$ cat src/verilog/slbist_pkg.sv
// Shared constants and pattern function for the link self test
package slbist_pkg;
  localparam int CLK_PERIOD_NS = 8;
  localparam int LINK_PERIOD_NS = 80;
  localparam int LINK_HALF_CYCLES = LINK_PERIOD_NS / (2 * CLK_PERIOD_NS);
  localparam int PASS_PULSE_CYCLES = LINK_HALF_CYCLES;
  localparam int PAYLOAD_BITS = 24;
  localparam int FRAME_BITS = 31;
  localparam int LOCK_FRAMES = 4;
  localparam int SETTLE_CYCLES = (LOCK_FRAMES + 2) * FRAME_BITS * 2 * LINK_HALF_CYCLES;
  localparam int POS_CLK_HI = 30;
  localparam int POS_PAY_MSB = 29;
  localparam int POS_PAY_LSB = 6;
  localparam int POS_DE = 5;
  localparam int POS_HS = 4;
  localparam int POS_VS = 3;
  localparam int POS_CODE_A = 2;
  localparam int POS_CODE_B = 1;
  localparam int POS_CLK_LO = 0;
  localparam logic [6:0] PRBS_SEED = 7'h7f;
  localparam logic [23:0] CHECKER_A = 24'haaaaaa;
  localparam logic [23:0] CHECKER_B = 24'h555555;
  localparam logic [4:0] LAST_BIT = 5'h1e;

  // Advance a PRBS7 (x^7 + x^6 + 1) state by one payload; returns {state, payload}
  function automatic logic [30:0] slbist_prbs24(input logic [6:0] s);
    logic [6:0] st;
    logic [23:0] p;
    logic b;
    st = s;
    p = '0;
    for (int i = 0; i < PAYLOAD_BITS; i++) begin
      b = st[6] ^ st[5];
      st = {st[5:0], b};
      p = {p[22:0], b};
    end
    return {st, p};
  endfunction
endpackage
$ cat src/verilog/slbist_link_if.sv
// Serial link and self test pins between the two ends
`timescale 1ns/1ns
interface slbist_link_if;
  logic link_clk;
  logic link_data;
  logic self_test_enable;
  logic pass;
  logic locked;

  modport des (
    input link_clk,
    input link_data,
    input self_test_enable,
    output pass,
    output locked
  );

  modport host (
    output link_clk,
    output link_data,
    output self_test_enable,
    input pass,
    input locked
  );
endinterface

$ cat src/verilog/slbist_des.sv
// Deserializer end: frame recovery, lock status and payload self test checker
`timescale 1ns/1ns
module slbist_des (
  input wire logic clk,
  input wire logic rst,
  input wire logic power_down_n,
  slbist_link_if.des link,
  output logic [23:0] rgb_out,
  output logic de_out,
  output logic hs_out,
  output logic vs_out,
  output logic pixel_valid
);
  // Synchronisers
  logic lc_s1, lc_s2, lc_s3;
  logic ld_s1, ld_s2;
  logic en_s1, en_s2, en_s3;
  logic pd_s1, pd_s2;

  always_ff @(posedge clk or posedge rst) begin
    if (rst) begin
      lc_s1 <= 1'b0;
      lc_s2 <= 1'b0;
      lc_s3 <= 1'b0;
      ld_s1 <= 1'b0;
      ld_s2 <= 1'b0;
      en_s1 <= 1'b0;
      en_s2 <= 1'b0;
      en_s3 <= 1'b0;
      pd_s1 <= 1'b0;
      pd_s2 <= 1'b0;
    end else begin
      lc_s1 <= link.link_clk;
      lc_s2 <= lc_s1;
      lc_s3 <= lc_s2;
      ld_s1 <= link.link_data;
      ld_s2 <= ld_s1;
      en_s1 <= link.self_test_enable;
      en_s2 <= en_s1;
      en_s3 <= en_s2;
      pd_s1 <= power_down_n;
      pd_s2 <= pd_s1;
    end
  end

  logic lc_rise;
  logic test_en;
  logic test_rise;
  logic test_fall;
  assign lc_rise = lc_s2 & ~lc_s3;
  assign test_en = en_s2;
  assign test_rise = en_s2 & ~en_s3;
  assign test_fall = ~en_s2 & en_s3;

  // State
  logic [30:0] sr, next_sr;
  logic [4:0] bit_cnt, next_bit_cnt;
  logic aligned, next_aligned;
  logic [2:0] good_cnt, next_good_cnt;
  logic locked, next_locked;
  logic [6:0] prbs, next_prbs;
  logic seeded, next_seeded;
  logic err_seen, next_err_seen;
  logic result, next_result;
  logic [2:0] pulse_cnt, next_pulse_cnt;
  logic pass, next_pass;
  logic phase, next_phase;
  logic [23:0] next_rgb_out;
  logic next_de_out, next_hs_out, next_vs_out, next_pixel_valid;

  logic frame_end;
  logic frame_ok;
  logic cmd;
  logic [23:0] payload;
  logic [30:0] step;

  always_comb begin
    next_sr = sr;
    next_bit_cnt = bit_cnt;
    next_aligned = aligned;
    next_good_cnt = good_cnt;
    next_locked = locked;
    next_prbs = prbs;
    next_seeded = seeded;
    next_err_seen = err_seen;
    next_result = result;
    next_pulse_cnt = pulse_cnt;
    next_phase = phase;
    next_rgb_out = rgb_out;
    next_de_out = de_out;
    next_hs_out = hs_out;
    next_vs_out = vs_out;
    next_pixel_valid = 1'b0;
    frame_end = 1'b0;
    frame_ok = 1'b0;
    cmd = 1'b0;
    payload = '0;
    step = '0;
    if (pulse_cnt != 3'h0) begin
      next_pulse_cnt = pulse_cnt - 3'h1;
    end
    if (lc_rise) begin
      next_sr = {sr[29:0], ld_s2};
      frame_end = aligned ? (bit_cnt == slbist_pkg::LAST_BIT) : 1'b1;
      frame_ok = next_sr[slbist_pkg::POS_CLK_HI] & ~next_sr[slbist_pkg::POS_CLK_LO];
      payload = next_sr[slbist_pkg::POS_PAY_MSB:slbist_pkg::POS_PAY_LSB];
      cmd = next_sr[slbist_pkg::POS_CODE_A] & next_sr[slbist_pkg::POS_CODE_B];
      next_bit_cnt = bit_cnt + 5'h1;
    end
    if (frame_end) begin
      if (frame_ok) begin
        next_aligned = 1'b1;
        next_bit_cnt = 5'h0;
        if (good_cnt != 3'(slbist_pkg::LOCK_FRAMES)) begin
          next_good_cnt = good_cnt + 3'h1;
        end
        next_locked = (next_good_cnt == 3'(slbist_pkg::LOCK_FRAMES));
      end else begin
        // Embedded clock bits lost
        next_aligned = 1'b0;
        next_good_cnt = 3'h0;
        next_locked = 1'b0;
      end
    end
    if (frame_end && frame_ok && next_locked) begin
      next_pixel_valid = 1'b1;
      if (test_en) begin
        next_phase = ~phase;
        next_rgb_out = phase ? slbist_pkg::CHECKER_B : slbist_pkg::CHECKER_A;
      end else if (cmd) begin
        next_rgb_out = '0;
      end else begin
        next_rgb_out = payload;
      end
      next_de_out = cmd ? 1'b0 : next_sr[slbist_pkg::POS_DE];
      next_hs_out = cmd ? 1'b0 : next_sr[slbist_pkg::POS_HS];
      next_vs_out = cmd ? 1'b0 : next_sr[slbist_pkg::POS_VS];
      if (test_en && cmd) begin
        if (!seeded) begin
          next_prbs = payload[6:0];
          next_seeded = 1'b1;
        end else begin
          step = slbist_pkg::slbist_prbs24(prbs);
          next_prbs = step[30:24];
          if (step[23:0] != payload) begin
            next_err_seen = 1'b1;
            next_pulse_cnt = 3'(slbist_pkg::PASS_PULSE_CYCLES);
          end
        end
      end
    end
    if (!test_en) begin
      next_seeded = 1'b0;
      next_pulse_cnt = 3'h0;
    end
    if (test_rise) begin
      next_err_seen = 1'b0;
    end
    if (test_fall) begin
      next_result = ~err_seen;
    end
    next_pass = test_en ? (next_pulse_cnt == 3'h0) : next_result;
    if (!pd_s2) begin
      next_sr = '0;
      next_bit_cnt = 5'h0;
      next_aligned = 1'b0;
      next_good_cnt = 3'h0;
      next_locked = 1'b0;
      next_prbs = slbist_pkg::PRBS_SEED;
      next_seeded = 1'b0;
      next_err_seen = 1'b0;
      next_result = 1'b0;
      next_pulse_cnt = 3'h0;
      next_pass = 1'b0;
      next_phase = 1'b0;
      next_rgb_out = '0;
      next_de_out = 1'b0;
      next_hs_out = 1'b0;
      next_vs_out = 1'b0;
      next_pixel_valid = 1'b0;
    end
  end

  always_ff @(posedge clk or posedge rst) begin
    if (rst) begin
      sr <= '0;
      bit_cnt <= 5'h0;
      aligned <= 1'b0;
      good_cnt <= 3'h0;
      locked <= 1'b0;
      prbs <= slbist_pkg::PRBS_SEED;
      seeded <= 1'b0;
      err_seen <= 1'b0;
      result <= 1'b0;
      pulse_cnt <= 3'h0;
      pass <= 1'b0;
      phase <= 1'b0;
      rgb_out <= '0;
      de_out <= 1'b0;
      hs_out <= 1'b0;
      vs_out <= 1'b0;
      pixel_valid <= 1'b0;
    end else begin
      sr <= next_sr;
      bit_cnt <= next_bit_cnt;
      aligned <= next_aligned;
      good_cnt <= next_good_cnt;
      locked <= next_locked;
      prbs <= next_prbs;
      seeded <= next_seeded;
      err_seen <= next_err_seen;
      result <= next_result;
      pulse_cnt <= next_pulse_cnt;
      pass <= next_pass;
      phase <= next_phase;
      rgb_out <= next_rgb_out;
      de_out <= next_de_out;
      hs_out <= next_hs_out;
      vs_out <= next_vs_out;
      pixel_valid <= next_pixel_valid;
    end
  end

  assign link.pass = pass;
  assign link.locked = locked;
endmodule // slbist_des

$ cat src/flat_wrapper.sv
// flat-port wrapper written by rule: the top's interface ports become plain ports
module slbist_des_flat 
  (clk, rst, power_down_n, rgb_out, de_out, hs_out, vs_out, pixel_valid, link_link_clk, link_link_data, link_self_test_enable, link_pass, link_locked);
  slbist_link_if link_i ();
  input wire logic clk;
  input wire logic rst;
  input wire logic power_down_n;
  output logic [23:0] rgb_out;
  output logic de_out;
  output logic hs_out;
  output logic vs_out;
  output logic pixel_valid;
  input wire logic [$bits(link_i.link_clk)-1:0] link_link_clk;
  input wire logic [$bits(link_i.link_data)-1:0] link_link_data;
  input wire logic [$bits(link_i.self_test_enable)-1:0] link_self_test_enable;
  output wire logic [$bits(link_i.pass)-1:0] link_pass;
  output wire logic [$bits(link_i.locked)-1:0] link_locked;
  assign link_i.link_clk = link_link_clk;
  assign link_i.link_data = link_link_data;
  assign link_i.self_test_enable = link_self_test_enable;
  assign link_pass = link_i.pass;
  assign link_locked = link_i.locked;
  slbist_des u_core (.clk(clk), .rst(rst), .power_down_n(power_down_n), .link(link_i), .rgb_out(rgb_out), .de_out(de_out), .hs_out(hs_out), .vs_out(vs_out), .pixel_valid(pixel_valid));
endmodule
$ cat config.mk
export PLATFORM = sky130hd
export DESIGN_NAME = slbist_des_flat
export DESIGN_NICKNAME = d
export VERILOG_FILES = /design/src/verilog/slbist_pkg.sv /design/src/verilog/slbist_link_if.sv /design/src/verilog/slbist_des.sv /design/src/flat_wrapper.sv
export SDC_FILE = /design/constraint.sdc
export NUM_CORES = 1
export LEC_CHECK = 0
export ABC_CLOCK_PERIOD_IN_PS = 3450
export BUFFER_PORTS_ARGS = -buffer_cell sky130_fd_sc_hd__buf_2
export CAP_MARGIN = 10
export CELL_PAD_IN_SITES_DETAIL_PLACEMENT = 0
export CELL_PAD_IN_SITES_GLOBAL_PLACEMENT = 1
export CORE_UTILIZATION = 48
export CTS_CLUSTER_SIZE = 28
export DETAILED_ROUTE_END_ITERATION = 16
export PLACE_DENSITY_LB_ADDON = 0.1
export SLEW_MARGIN = 20
export SYNTH_ARGS = -nofsm -noshare
export SYNTH_HDL_FRONTEND = slang
export SYNTH_SLANG_ARGS = --single-unit
$ cat constraint.sdc
create_clock -name clk -period 3.45 [get_ports clk]
set_input_delay 0.5175 -clock clk [delete_from_list [all_inputs] [get_ports clk]]
set_output_delay 0.5175 -clock clk [all_outputs]
set_load 0.05 [all_outputs]
# [Word level (Yosys, flattened, before mapping)]
# Index checks and enable logic that the tools add are counted.
[op_classes] add_sub_neg=3 n_mul=0 div_mod_pow=0 order_cmp=0 eq_ne=15 shift=0 mux=67 bitwise_logic=35 n_reduce_logical=9
[ops] cell="$mux W24" n=6
[ops] cell="$mux W30" n=2
[ops] cell="$mux W3" n=13
[ops] cell="$mux W1" n=38
[ops] cell="$mux W7" n=4
[ops] cell="$ne A24 B24 Y1" n=1
[ops] cell="$xor A1 B1 Y1" n=24
[ops] cell="$ne A3 B3 Y1 const B" n=7
[ops] cell="$mux W5" n=4
[ops] cell="$ne A2 B2 Y1 const B" n=4
[ops] cell="$not A1 Y1" n=6
[ops] cell="$reduce_and A2 Y1" n=3
[ops] cell="$add A5 B1 Y5 const B" n=1
[ops] cell="$and A1 B1 Y1" n=5
[ops] cell="$eq A5 B5 Y1 const B" n=1
[ops] cell="$reduce_and A4 Y1" n=1
[ops] cell="$add A3 B1 Y3 const B" n=1
[ops] cell="$eq A3 B3 Y1 const B" n=1
[ops] cell="$logic_and A1 B1 Y1" n=3
[ops] cell="$logic_not A3 Y1" n=1
[ops] cell="$reduce_bool A3 Y1" n=1
[ops] cell="$sub A3 B1 Y3 const B" n=1
[ops] cell="$ne A2 B1 Y1 const B" n=1
[word_totals] ff_bits=93 latchBits=0 ram_bits=0 romBits=0 wordCells=157 memories=0

# [Logic depth before layout (Yosys ltp)]
# Gate-level depths: netlist of the first run.
[logic_depth] ltp_word=14 depth_mapped=9 ltp_nobuf=8

# [Worst setup path before layout of the first run]
# Ideal clock, no wire load.
[synth_path] path_kind="reg-to-reg" start="reg u_core.good_cnt[0]" end="reg u_core.pass (netlist: u_core.link.pass)" arrival_time_ns=2.074 setup_slack_ns=1.257 stages_incl_launch_ff=9 cell_sequence="dfrtp_1 ha_1 or3b_1 a311oi_2 and4_1 buf_2 nand2_1 a22o_1 a31o_1"
[synth_between] elab_chain_len=13 elab_cells_between_ends=14 classes_between="add/sub: 1; eq/ne: 2; mux: 9; reduce/logical: 2"
[synth_lines] item="from (decl)" line="slbist_des.sv:59" text="logic [2:0] good_cnt, next_good_cnt;"
[synth_lines] item="from (signal assigned)" line="slbist_des.sv:207" text="good_cnt <= next_good_cnt;"
[synth_lines] item="$add A3 B1 Y3 or $ne A3 B3 Y1 (tied branches)" line="slbist_des.sv:115, slbist_des.sv:114"
[synth_lines] item="$mux W3 (*)" line="slbist_des.sv:114" text="if (good_cnt != 3'(slbist_pkg::LOCK_FRAMES)) begin"
[synth_lines] item="$mux W3 (*)" line="slbist_des.sv:111" text="if (frame_ok) begin"
[synth_lines] item="$mux W3 (*)" line="slbist_des.sv:110" text="if (frame_end) begin"
[synth_lines] item="$eq A3 B3 Y1 (*)" line="slbist_des.sv:117" text="next_locked = (next_good_cnt == 3'(slbist_pkg::LOCK_FRAMES));"
[synth_lines] item="$mux W1 (*)" line="slbist_des.sv:111"
[synth_lines] item="$mux W1 (*)" line="slbist_des.sv:110"
[synth_lines] item="$logic_and A1 B1 Y1 (*)" line="slbist_des.sv:125" text="if (frame_end && frame_ok && next_locked) begin"
[synth_lines] item="$mux W3 (*)" line="slbist_des.sv:125"
[synth_lines] item="$mux W3 (*)" line="slbist_des.sv:152" text="if (!test_en) begin"
[synth_lines] item="$logic_not A3 Y1 (*)" line="slbist_des.sv:162" text="next_pass = test_en ? (next_pulse_cnt == 3'h0) : next_result;"
[synth_lines] item="$mux W1 (*)" line="slbist_des.sv:162"
[synth_lines] item="$mux W1 (*)" line="slbist_des.sv:163" text="if (!pd_s2) begin"
[synth_lines] item="named net u_core.next_pass" line="slbist_des.sv:66" text="logic pass, next_pass;"
[synth_lines] item="to (signal assigned)" line="slbist_des.sv:214" text="pass <= next_pass;"
[synth_lines] item="to (decl)" line="slbist_des.sv:66"
# The timed path passes the listed nets; every way through them passes the cells marked *. The select of a mux whose other input is x is not followed.
# A chain may end at the register's enable or synchronous reset.

# [Worst setup path after layout of the first run]
[layout_path] start="reg u_core.good_cnt[0]" end="reg u_core.rgb_out[20]"
[layout_between] elab_chain_len=9 elab_cells_between_ends=10 classes_between="add/sub: 1; eq/ne: 3; mux: 5; reduce/logical: 1"
[layout_lines] item="$add A3 B1 Y3 or $ne A3 B3 Y1 (tied branches)" line="slbist_des.sv:115, slbist_des.sv:114"
[layout_lines] item="$mux W3 (*)" line="slbist_des.sv:114"
[layout_lines] item="$mux W3 (*)" line="slbist_des.sv:111"
[layout_lines] item="$mux W3 (*)" line="slbist_des.sv:110"
[layout_lines] item="$eq A3 B3 Y1 (*)" line="slbist_des.sv:117"
[layout_lines] item="$mux W1 (*)" line="slbist_des.sv:111"
[layout_lines] item="$mux W1 (*)" line="slbist_des.sv:110"
[layout_lines] item="$logic_and A1 B1 Y1 (*)" line="slbist_des.sv:125"
[layout_lines] item="$ne A2 B2 Y1 (no line) (*)"
[layout_lines] item="to (signal assigned)" line="slbist_des.sv:216" text="rgb_out <= next_rgb_out;"
[layout_lines] item="to (decl)" line="slbist_des.sv:8" text="output logic [23:0] rgb_out,"
# Every way passes the cells marked *; elsewhere a longest branch is shown, timed or not. The select of a mux whose other input is x is not followed.

==> results of run 1 <==
==> where the power goes <==
group | internal (W) | leakage (nW) | switching (W)
combinational | 0.0000189 | 1.14 | 0.0000730
sequential | 0.00110 | 1.25 | 0.0000109
clock | 0.000295 | 0.0971 | 0.000438
==> per-layer routing <==
layer	global-route usage, %	part of all wire, %	wire, µm	up-vias
met3	5.518	5.1	673	12
met2	37.06	45	5922	110
met5	0	0	0	-
li1	-	-	-	1957
met4	8.829	1.5	201	0
met1	39.36	49	6488	2081
==> state kept, by name (all words and copies together) (netlist names), 3 cells and up <==
name	cells
u_core.sr	30
u_core.rgb_out	24
u_core.prbs	7
u_core.bit_cnt	5
u_core.good_cnt	3
u_core.pulse_cnt	3
==> logic make-up after synthesis <==
| logic type | Yosys count |
|---|---|
| fa+ha+maj | 6 |
| flops | 93 |
| simple gates | 200 |
| buf+inv | 54 |
| compound gates | 136 |
| xor+xnor | 39 |
| mux | 11 |
==> critical path, delay by kind of cell, from the launching register on <==
family | cells | cell delay, ps
simple gates | 3 | 1220
compound gates | 2 | 510
flops | 1 | 440
fa+ha+maj | 1 | 230
buf+inv | 1 | 70
==> layout make-up <==
class | instances | share of cell area [%]
multi-input combinational | 392 | 46.69
inverter | 14 | 0.9802
timing repair buffer | 44 | 4.322
tap | 136 | 3.030
sequential | 93 | 41.59
clock buffer | 10 | 2.450
clock inverter | 6 | 0.9356
==> metrics by stage <==
step | util (%) | std cells | hold WS [ps]
after floorplan | - | 539 | 331.2
after global placement | 52.10 | 679 | 333.1
after detailed placement | 52.10 | 679 | 337.1
after CTS | 53.92 | 695 | 147.7
after global routing | 53.92 | 695 | 185.5
final | 53.92 | 695 | 154.8
==> how the worst min path moves through the flow <==
stage               depth (start not counted)                        endpoint                    from
global route                                2     u_core.bit_cnt[4]$_DFF_PP0_                     rst
global placement                            0          u_core.pd_s2$_DFF_PP0_  u_core.pd_s1$_DFF_PP0_
floorplan                                   0          u_core.en_s2$_DFF_PP0_  u_core.en_s1$_DFF_PP0_
detailed placement                          0          u_core.ld_s2$_DFF_PP0_  u_core.ld_s1$_DFF_PP0_
CTS                                         2     u_core.bit_cnt[4]$_DFF_PP0_                     rst
finish                                      2  u_core.good_cnt[2]$_DFFE_PP0P_                     rst
==> cell usage in the layout, fill, tap and decap left out, types with 6 or more instances in the layout <==
| master | n |
|---|---|
| dfrtp_1 | 86 |
| nand2_1 | 74 |
| a21oi_1 | 45 |
| nor2_1 | 40 |
| buf_2 | 35 |
| a221o_1 | 23 |
| xnor2_1 | 19 |
| inv_1 | 13 |
| nor2b_1 | 12 |
| o21ai_0 | 11 |
| and3_1 | 11 |
| xor2_1 | 11 |
| nand3_1 | 10 |
| o211ai_1 | 10 |
| mux2i_1 | 10 |
| nor3_1 | 10 |
| clkbuf_8 | 10 |
| buf_4 | 9 |
| nand2b_1 | 7 |
| dfstp_2 | 7 |
| a31oi_1 | 6 |
| o21ai_1 | 6 |
| and3b_1 | 6 |
| o22ai_1 | 6 |
| ha_1 | 6 |
==> results.py, run 1 <==
metrics = {
    "clocking": {
        "clk_path_buf_depth": 2,
        "cts_sinks": 93,
        "cts_tree": "built",
        "cts_hold_buf": 0,
        "post_cts_buffers": 0,
        "clk_root_buffer_cell": "clkbuf_8",
        "cts_resized": 0,
        "h-tree-depth": 3,
        "clk_pin_slew_ps": 100,
        "clock_latency_ps": 400,
        "numCtsBuffers": 9,
    },
    "synthesis": {
        "synth.area.mux_share_pct": 2.137,
        "ys_ff_latch": 93,
        "synth_top_family_by_area": "simple AND/OR/NAND/NOR gates",
        "yosysTopAreaCellShare_pct": 41.31,
        "synth-compound-area-share_pct": 18.56,
        "synth-simple-area-share_pct": 19.33,
        "synth_xor_xnor_area_share_pct": 8.670,
        "synthArstFlopShare_pct": 100.0,
        "yosysMostFrequentCell": "dfrtp_1",
        "synth_edf_count": 0,
        "yosysWarnings": 0,
        "synthTopCellsByCount": "dfrtp_1, nand2_1, a21oi_1, nor2_1, a221o_1",
        "yosysUniqueCellTypes": 60,
        "ys_seq_area_share_pct": 44.84,
        "synth_area_leader_cell": "dfrtp_1",
        "postSynthCellCount": 539,
        "ys.flop_type": "dfrtp_1",
        "synthTopCellsByArea": "dfrtp_1, nand2_1, a221o_1, a21oi_1, dfstp_2",
        "synth_fa_ha_area_share_pct": 1.441,
        "avgSynthCellArea_um2": 9.666,
        "syn_area_mm2": 0.005210,
        "synth_fp_nets": 551,
    },
    "place": {
        "place_ws_ps": 926.6,
        "portBuffers": 35,
        "dpl.hpwl_mm": 8.997,
        "gp_congestion": 0.8057,
        "dpl-instance-area_mm2": 0.005426,
    },
    "timing": {
        "post-route-min-period_ps": 2528,
        "setup_violations": 0,
        "relSlewSlack_pct": 58.98,
        "tns_ps": 0,
        "tightest_slew_ps": 615.3,
        "skew_ps": 11.34,
        "fin_ws_ps": 921.5,
        "hold_viol": 0,
        "drv_slew": 0,
        "rsz0062_at_grt": "false",
        "fmax_mhz": 395.5,
        "post-route-period-util_pct": 73.29,
    },
    "worst_setup_path": {
        "startpoint": "u_core.good_cnt[0]$_DFFE_PP0P_",
        "startpoint_type": "register",
        "reg2reg_depth": 7,
        "cp_cell_sequence": "inv_1 -> ha_1 -> or3b_1 -> a311oi_2 -> and2_1 -> and3_1 -> a221o_1",
        "regToRegStartpoint": "u_core.good_cnt[0]$_DFFE_PP0P_",
        "max_stage_delay_ps": 540,
        "end_kind": "register",
        "crit_fanout": 12,
        "crit_type": "register to register",
        "r2r_slack_ps": 920,
        "cp.arrival_ps": 2870,
        "worstPathRequired_ps": 3790,
        "critPathSlowestCell": "and3_1",
        "rr_endpoint": "u_core.rgb_out[20]$_DFFE_PP0P_",
        "endpoint": "u_core.rgb_out[20]$_DFFE_PP0P_",
    },
    "detailed_routing": {
        "drtPass1Iterations": 5,
        "wl_per_cell_um": 19.12,
        "ant_nets": 0,
        "drc": 0,
        "vias": 4160,
        "drtIter0Drc": 252,
        "via_per_inst": 5.986,
        "wl_mm": 13.29,
    },
    "power_and_ir_drop": {
        "peakVddDrop_uv": 253.4,
        "p_per_area_mw_per_mm2": 344.8,
        "power.total_w": 0.001937,
        "total_leakage_power_nw": 2.488,
    },
    "status": {
        "status": "complete, no violations",
    },
    "min_path": {
        "min_path_type": "primary input to async pin",
    },
    "floorplanning": {
        "dieWidth_um": 106.2,
        "core_region_area_mm2": 0.01042,
        "dieArea_mm2": 0.01128,
        "std_cell_rows": 37,
        "die_y_um": 106.2,
        "initial_core_util_pct": 50.02,
        "io_pins": 36,
    },
    "finish": {
        "final_nets": 566,
        "syn_to_final_growth_pct": 7.805,
        "layout-drive-gt1-share_pct": 14.67,
        "multi_input_area_mm2": 0.002623,
        "fill_cells": 950,
        "regArea_mm2": 0.002336,
        "final_area_mm2": 0.005617,
        "insertedDiodeCount": 0,
    },
    "grt": {
        "grt-ovfl-total": 0,
        "grt_pass1_wl_mm": 22.09,
        "grtUsageTotal_pct": 26.13,
        "grt_max_degree": 45,
        "antenna_found_initial": 0,
        "grt_pass1_vias": 3950,
    },
    "flow_run": {
        "maxCapViolations": 0,
    },
}
No activity file was read; power rests on OpenSTA's default activity.
==> inputs of run 2 (changes only) <==
--- a/config.mk
+++ b/config.mk
@@ -5,12 +5,12 @@
 export SDC_FILE = /design/constraint.sdc
 export NUM_CORES = 1
 export LEC_CHECK = 0
-export ABC_CLOCK_PERIOD_IN_PS = 3450
+export ABC_CLOCK_PERIOD_IN_PS = 2300
 export BUFFER_PORTS_ARGS = -buffer_cell sky130_fd_sc_hd__buf_2
 export CAP_MARGIN = 10
 export CELL_PAD_IN_SITES_DETAIL_PLACEMENT = 0
 export CELL_PAD_IN_SITES_GLOBAL_PLACEMENT = 1
-export CORE_UTILIZATION = 48
+export CORE_UTILIZATION = 43
 export CTS_CLUSTER_SIZE = 28
 export DETAILED_ROUTE_END_ITERATION = 16
 export PLACE_DENSITY_LB_ADDON = 0.1
==> constraint.sdc (replaced) <==
create_clock -name clk -period 2.3 [get_ports clk]
set_input_delay 0.345 -clock clk [delete_from_list [all_inputs] [get_ports clk]]
set_output_delay 0.345 -clock clk [all_outputs]
set_load 0.05 [all_outputs]
==> results.py, run 2 (synthesized netlist as in run 1, its figures left out) <==
metrics = {
    "finish": {
        "largest_reg_flops": 30,
        "insertedDiodeCount": 0,
        "final_common_cell": "dfrtp_1",
        "layout-drive-gt1-share_pct": 21.11,
        "fill_cells": 1056,
        "fin_cells": 735,
        "reg.largest.list": "u_core.sr: 30 flops, u_core.rgb_out: 24 flops, u_core.prbs: 7 flops",
        "regArea_mm2": 0.002351,
        "top_register": "u_core.sr",
        "final_cell_mix": "dfrtp_1, nand2_1, a21oi_1",
        "syn_to_final_growth_pct": 18.56,
        "multi_input_area_mm2": 0.002673,
        "final_util_pct": 53.19,
        "final_area_mm2": 0.006177,
        "final_nets": 600,
    },
    "detailed_routing": {
        "via_per_inst": 5.668,
        "drtIter0Drc": 269,
        "vias": 4166,
        "wl_per_cell_um": 18.59,
        "wl_mm": 13.67,
        "drc": 0,
        "drtPass1Iterations": 4,
        "ant_nets": 0,
    },
    "worst_setup_path": {
        "crit_type": "register to register",
        "startpoint_type": "register",
        "worstPathRequired_ps": 2530,
        "reg2reg_depth": 7,
        "cp.arrival_ps": 2460,
        "r2r_slack_ps": 70,
        "end_kind": "register",
        "rr_endpoint": "u_core.rgb_out[2]$_DFFE_PP0P_",
        "crit_fanout": 15,
        "regToRegStartpoint": "u_core.good_cnt[0]$_DFFE_PP0P_",
    },
    "clocking": {
        "numCtsBuffers": 9,
        "h-tree-depth": 3,
        "clk_root_buffer_cell": "clkbuf_16",
        "cts_tree": "built",
        "cts_hold_buf": 0,
        "cts_sinks": 93,
        "clock_latency_ps": 350,
        "clk_pin_slew_ps": 60,
        "clk_path_buf_depth": 2,
    },
    "timing": {
        "setup_violations": 0,
        "skew_ps": 4.970,
        "hold_viol": 0,
        "relSlewSlack_pct": 56.64,
        "post-route-period-util_pct": 96.91,
        "tightest_slew_ps": 650.4,
        "drv_slew": 0,
        "fmax_mhz": 448.7,
        "post-route-min-period_ps": 2229,
    },
    "place": {
        "portBuffers": 35,
        "dpl.hpwl_mm": 9.286,
        "dpl-instance-area_mm2": 0.005737,
        "gp_congestion": 0.8397,
        "dp_cells": 716,
    },
    "status": {
        "status": "complete, no violations",
    },
    "grt": {
        "grt-ovfl-total": 0,
        "grt_pass1_wl_mm": 21.93,
        "grtUsageTotal_pct": 22.80,
        "top_usage_layer": "met2",
        "antenna_found_initial": 0,
        "grt_pass1_vias": 4047,
        "use_met3_pct": 3.024,
        "grt_max_degree": 94,
        "gr-usage-met2_pct": 35.11,
        "met1_usage_pct": 32.92,
    },
    "floorplanning": {
        "io_pins": 36,
        "dieWidth_um": 112.1,
        "die_y_um": 112.1,
        "initial_core_util_pct": 44.86,
        "std_cell_rows": 39,
        "dieArea_mm2": 0.01256,
        "core_region_area_mm2": 0.01161,
    },
    "min_path": {
        "min_from": "link_link_data",
        "min_path_type": "primary input to register",
        "min_delay_worst_endpoint": "u_core.ld_s1$_DFF_PP0_",
        "whs_path_depth": 1,
    },
    "power_and_ir_drop": {
        "peakVddDrop_uv": 434.3,
        "power.total_w": 0.003385,
        "total_leakage_power_nw": 2.752,
        "p_per_area_mw_per_mm2": 547.9,
    },
    "flow_run": {
        "maxCapViolations": 0,
    },
}
## run 2: changes by cell type in the layout (fill, tap and decap cells not counted), moves of 2 or more
cell,delta
dfstp_4,+4
dfstp_2,-4
clkbuf_8,-7
buf_4,+26
buf_12,+6
inv_6,-2
inv_8,-2
clkbuf_16,+11
## run 2: metrics by stage
| step | worst slack, ps | TNS, ps | hold slack [ps] |
|---|---|---|---|
| floorplan | 106.7 | 0 | 331.2 |
| detailed placement | -3.997 | -4.952 | 337.1 |
| global route | -11.08 | -61.72 | 93.11 |
| CTS | 29.30 | 0 | 89.74 |
| finish | 71.12 | 0 | 98.55 |
| global placement | 60.72 | 0 | 331.7 |
## run 2: power by group
part / switching (W) / internal, W
logic: 0.000114 / 0.0000473
registers: 0.0000156 / 0.00165
clock network: 0.000631 / 0.000926
total: 0.000760 / 0.00262
## run 2: cell type report
cell class                      instances  area share, %
Multi-Input combinational cell        392          43.27
Sequential cell                        93          38.06
Timing Repair Buffer                   78          9.844
Clock buffer                           12          4.314
Tap cell                              143          2.897
Inverter                               14         0.9115
Clock inverter                          3         0.7089
## run 2: what timing repair did
action	in CTS	in global routing
gates resized for setup	1	16
endpoints found under the setup margin	2	38
buffers inserted	0	2
cloned	0	2
hold endpoints to repair	0	0
pin swaps	0	1
## run 2: worst max-delay path, stage by stage (launching register included)
cell and delay, ps:
dfrtp_1 400, ha_1 240, or3b_4 410, a311oi_2 250, and2_4 240, nor2_4 70, clkbuf_16 210, a221o_1 300
## run 2: how the worst max path moves through the flow
| stage | startpoint | to | cells past startpoint |
|---|---|---|---|
| finish | u_core.good_cnt[0]$_DFFE_PP0P_ | u_core.rgb_out[2]$_DFFE_PP0P_ | 7 |
| global route | u_core.good_cnt[0]$_DFFE_PP0P_ | u_core.rgb_out[6]$_DFFE_PP0P_ | 7 |
| CTS | u_core.good_cnt[0]$_DFFE_PP0P_ | u_core.rgb_out[6]$_DFFE_PP0P_ | 7 |
| detailed placement | u_core.good_cnt[0]$_DFFE_PP0P_ | u_core.rgb_out[6]$_DFFE_PP0P_ | 7 |
| global placement | u_core.good_cnt[0]$_DFFE_PP0P_ | u_core.rgb_out[6]$_DFFE_PP0P_ | 7 |
| floorplan | u_core.good_cnt[0]$_DFFE_PP0P_ | u_core.link.pass$_DFF_PP0_ | 8 |
## run 2: per-layer routing
layer / wire length, µm / share of wire, %
met4: 189 / 1.4
met3: 423 / 3.1
met1: 6737 / 49
met5: 0 / 0
met2: 6317 / 46
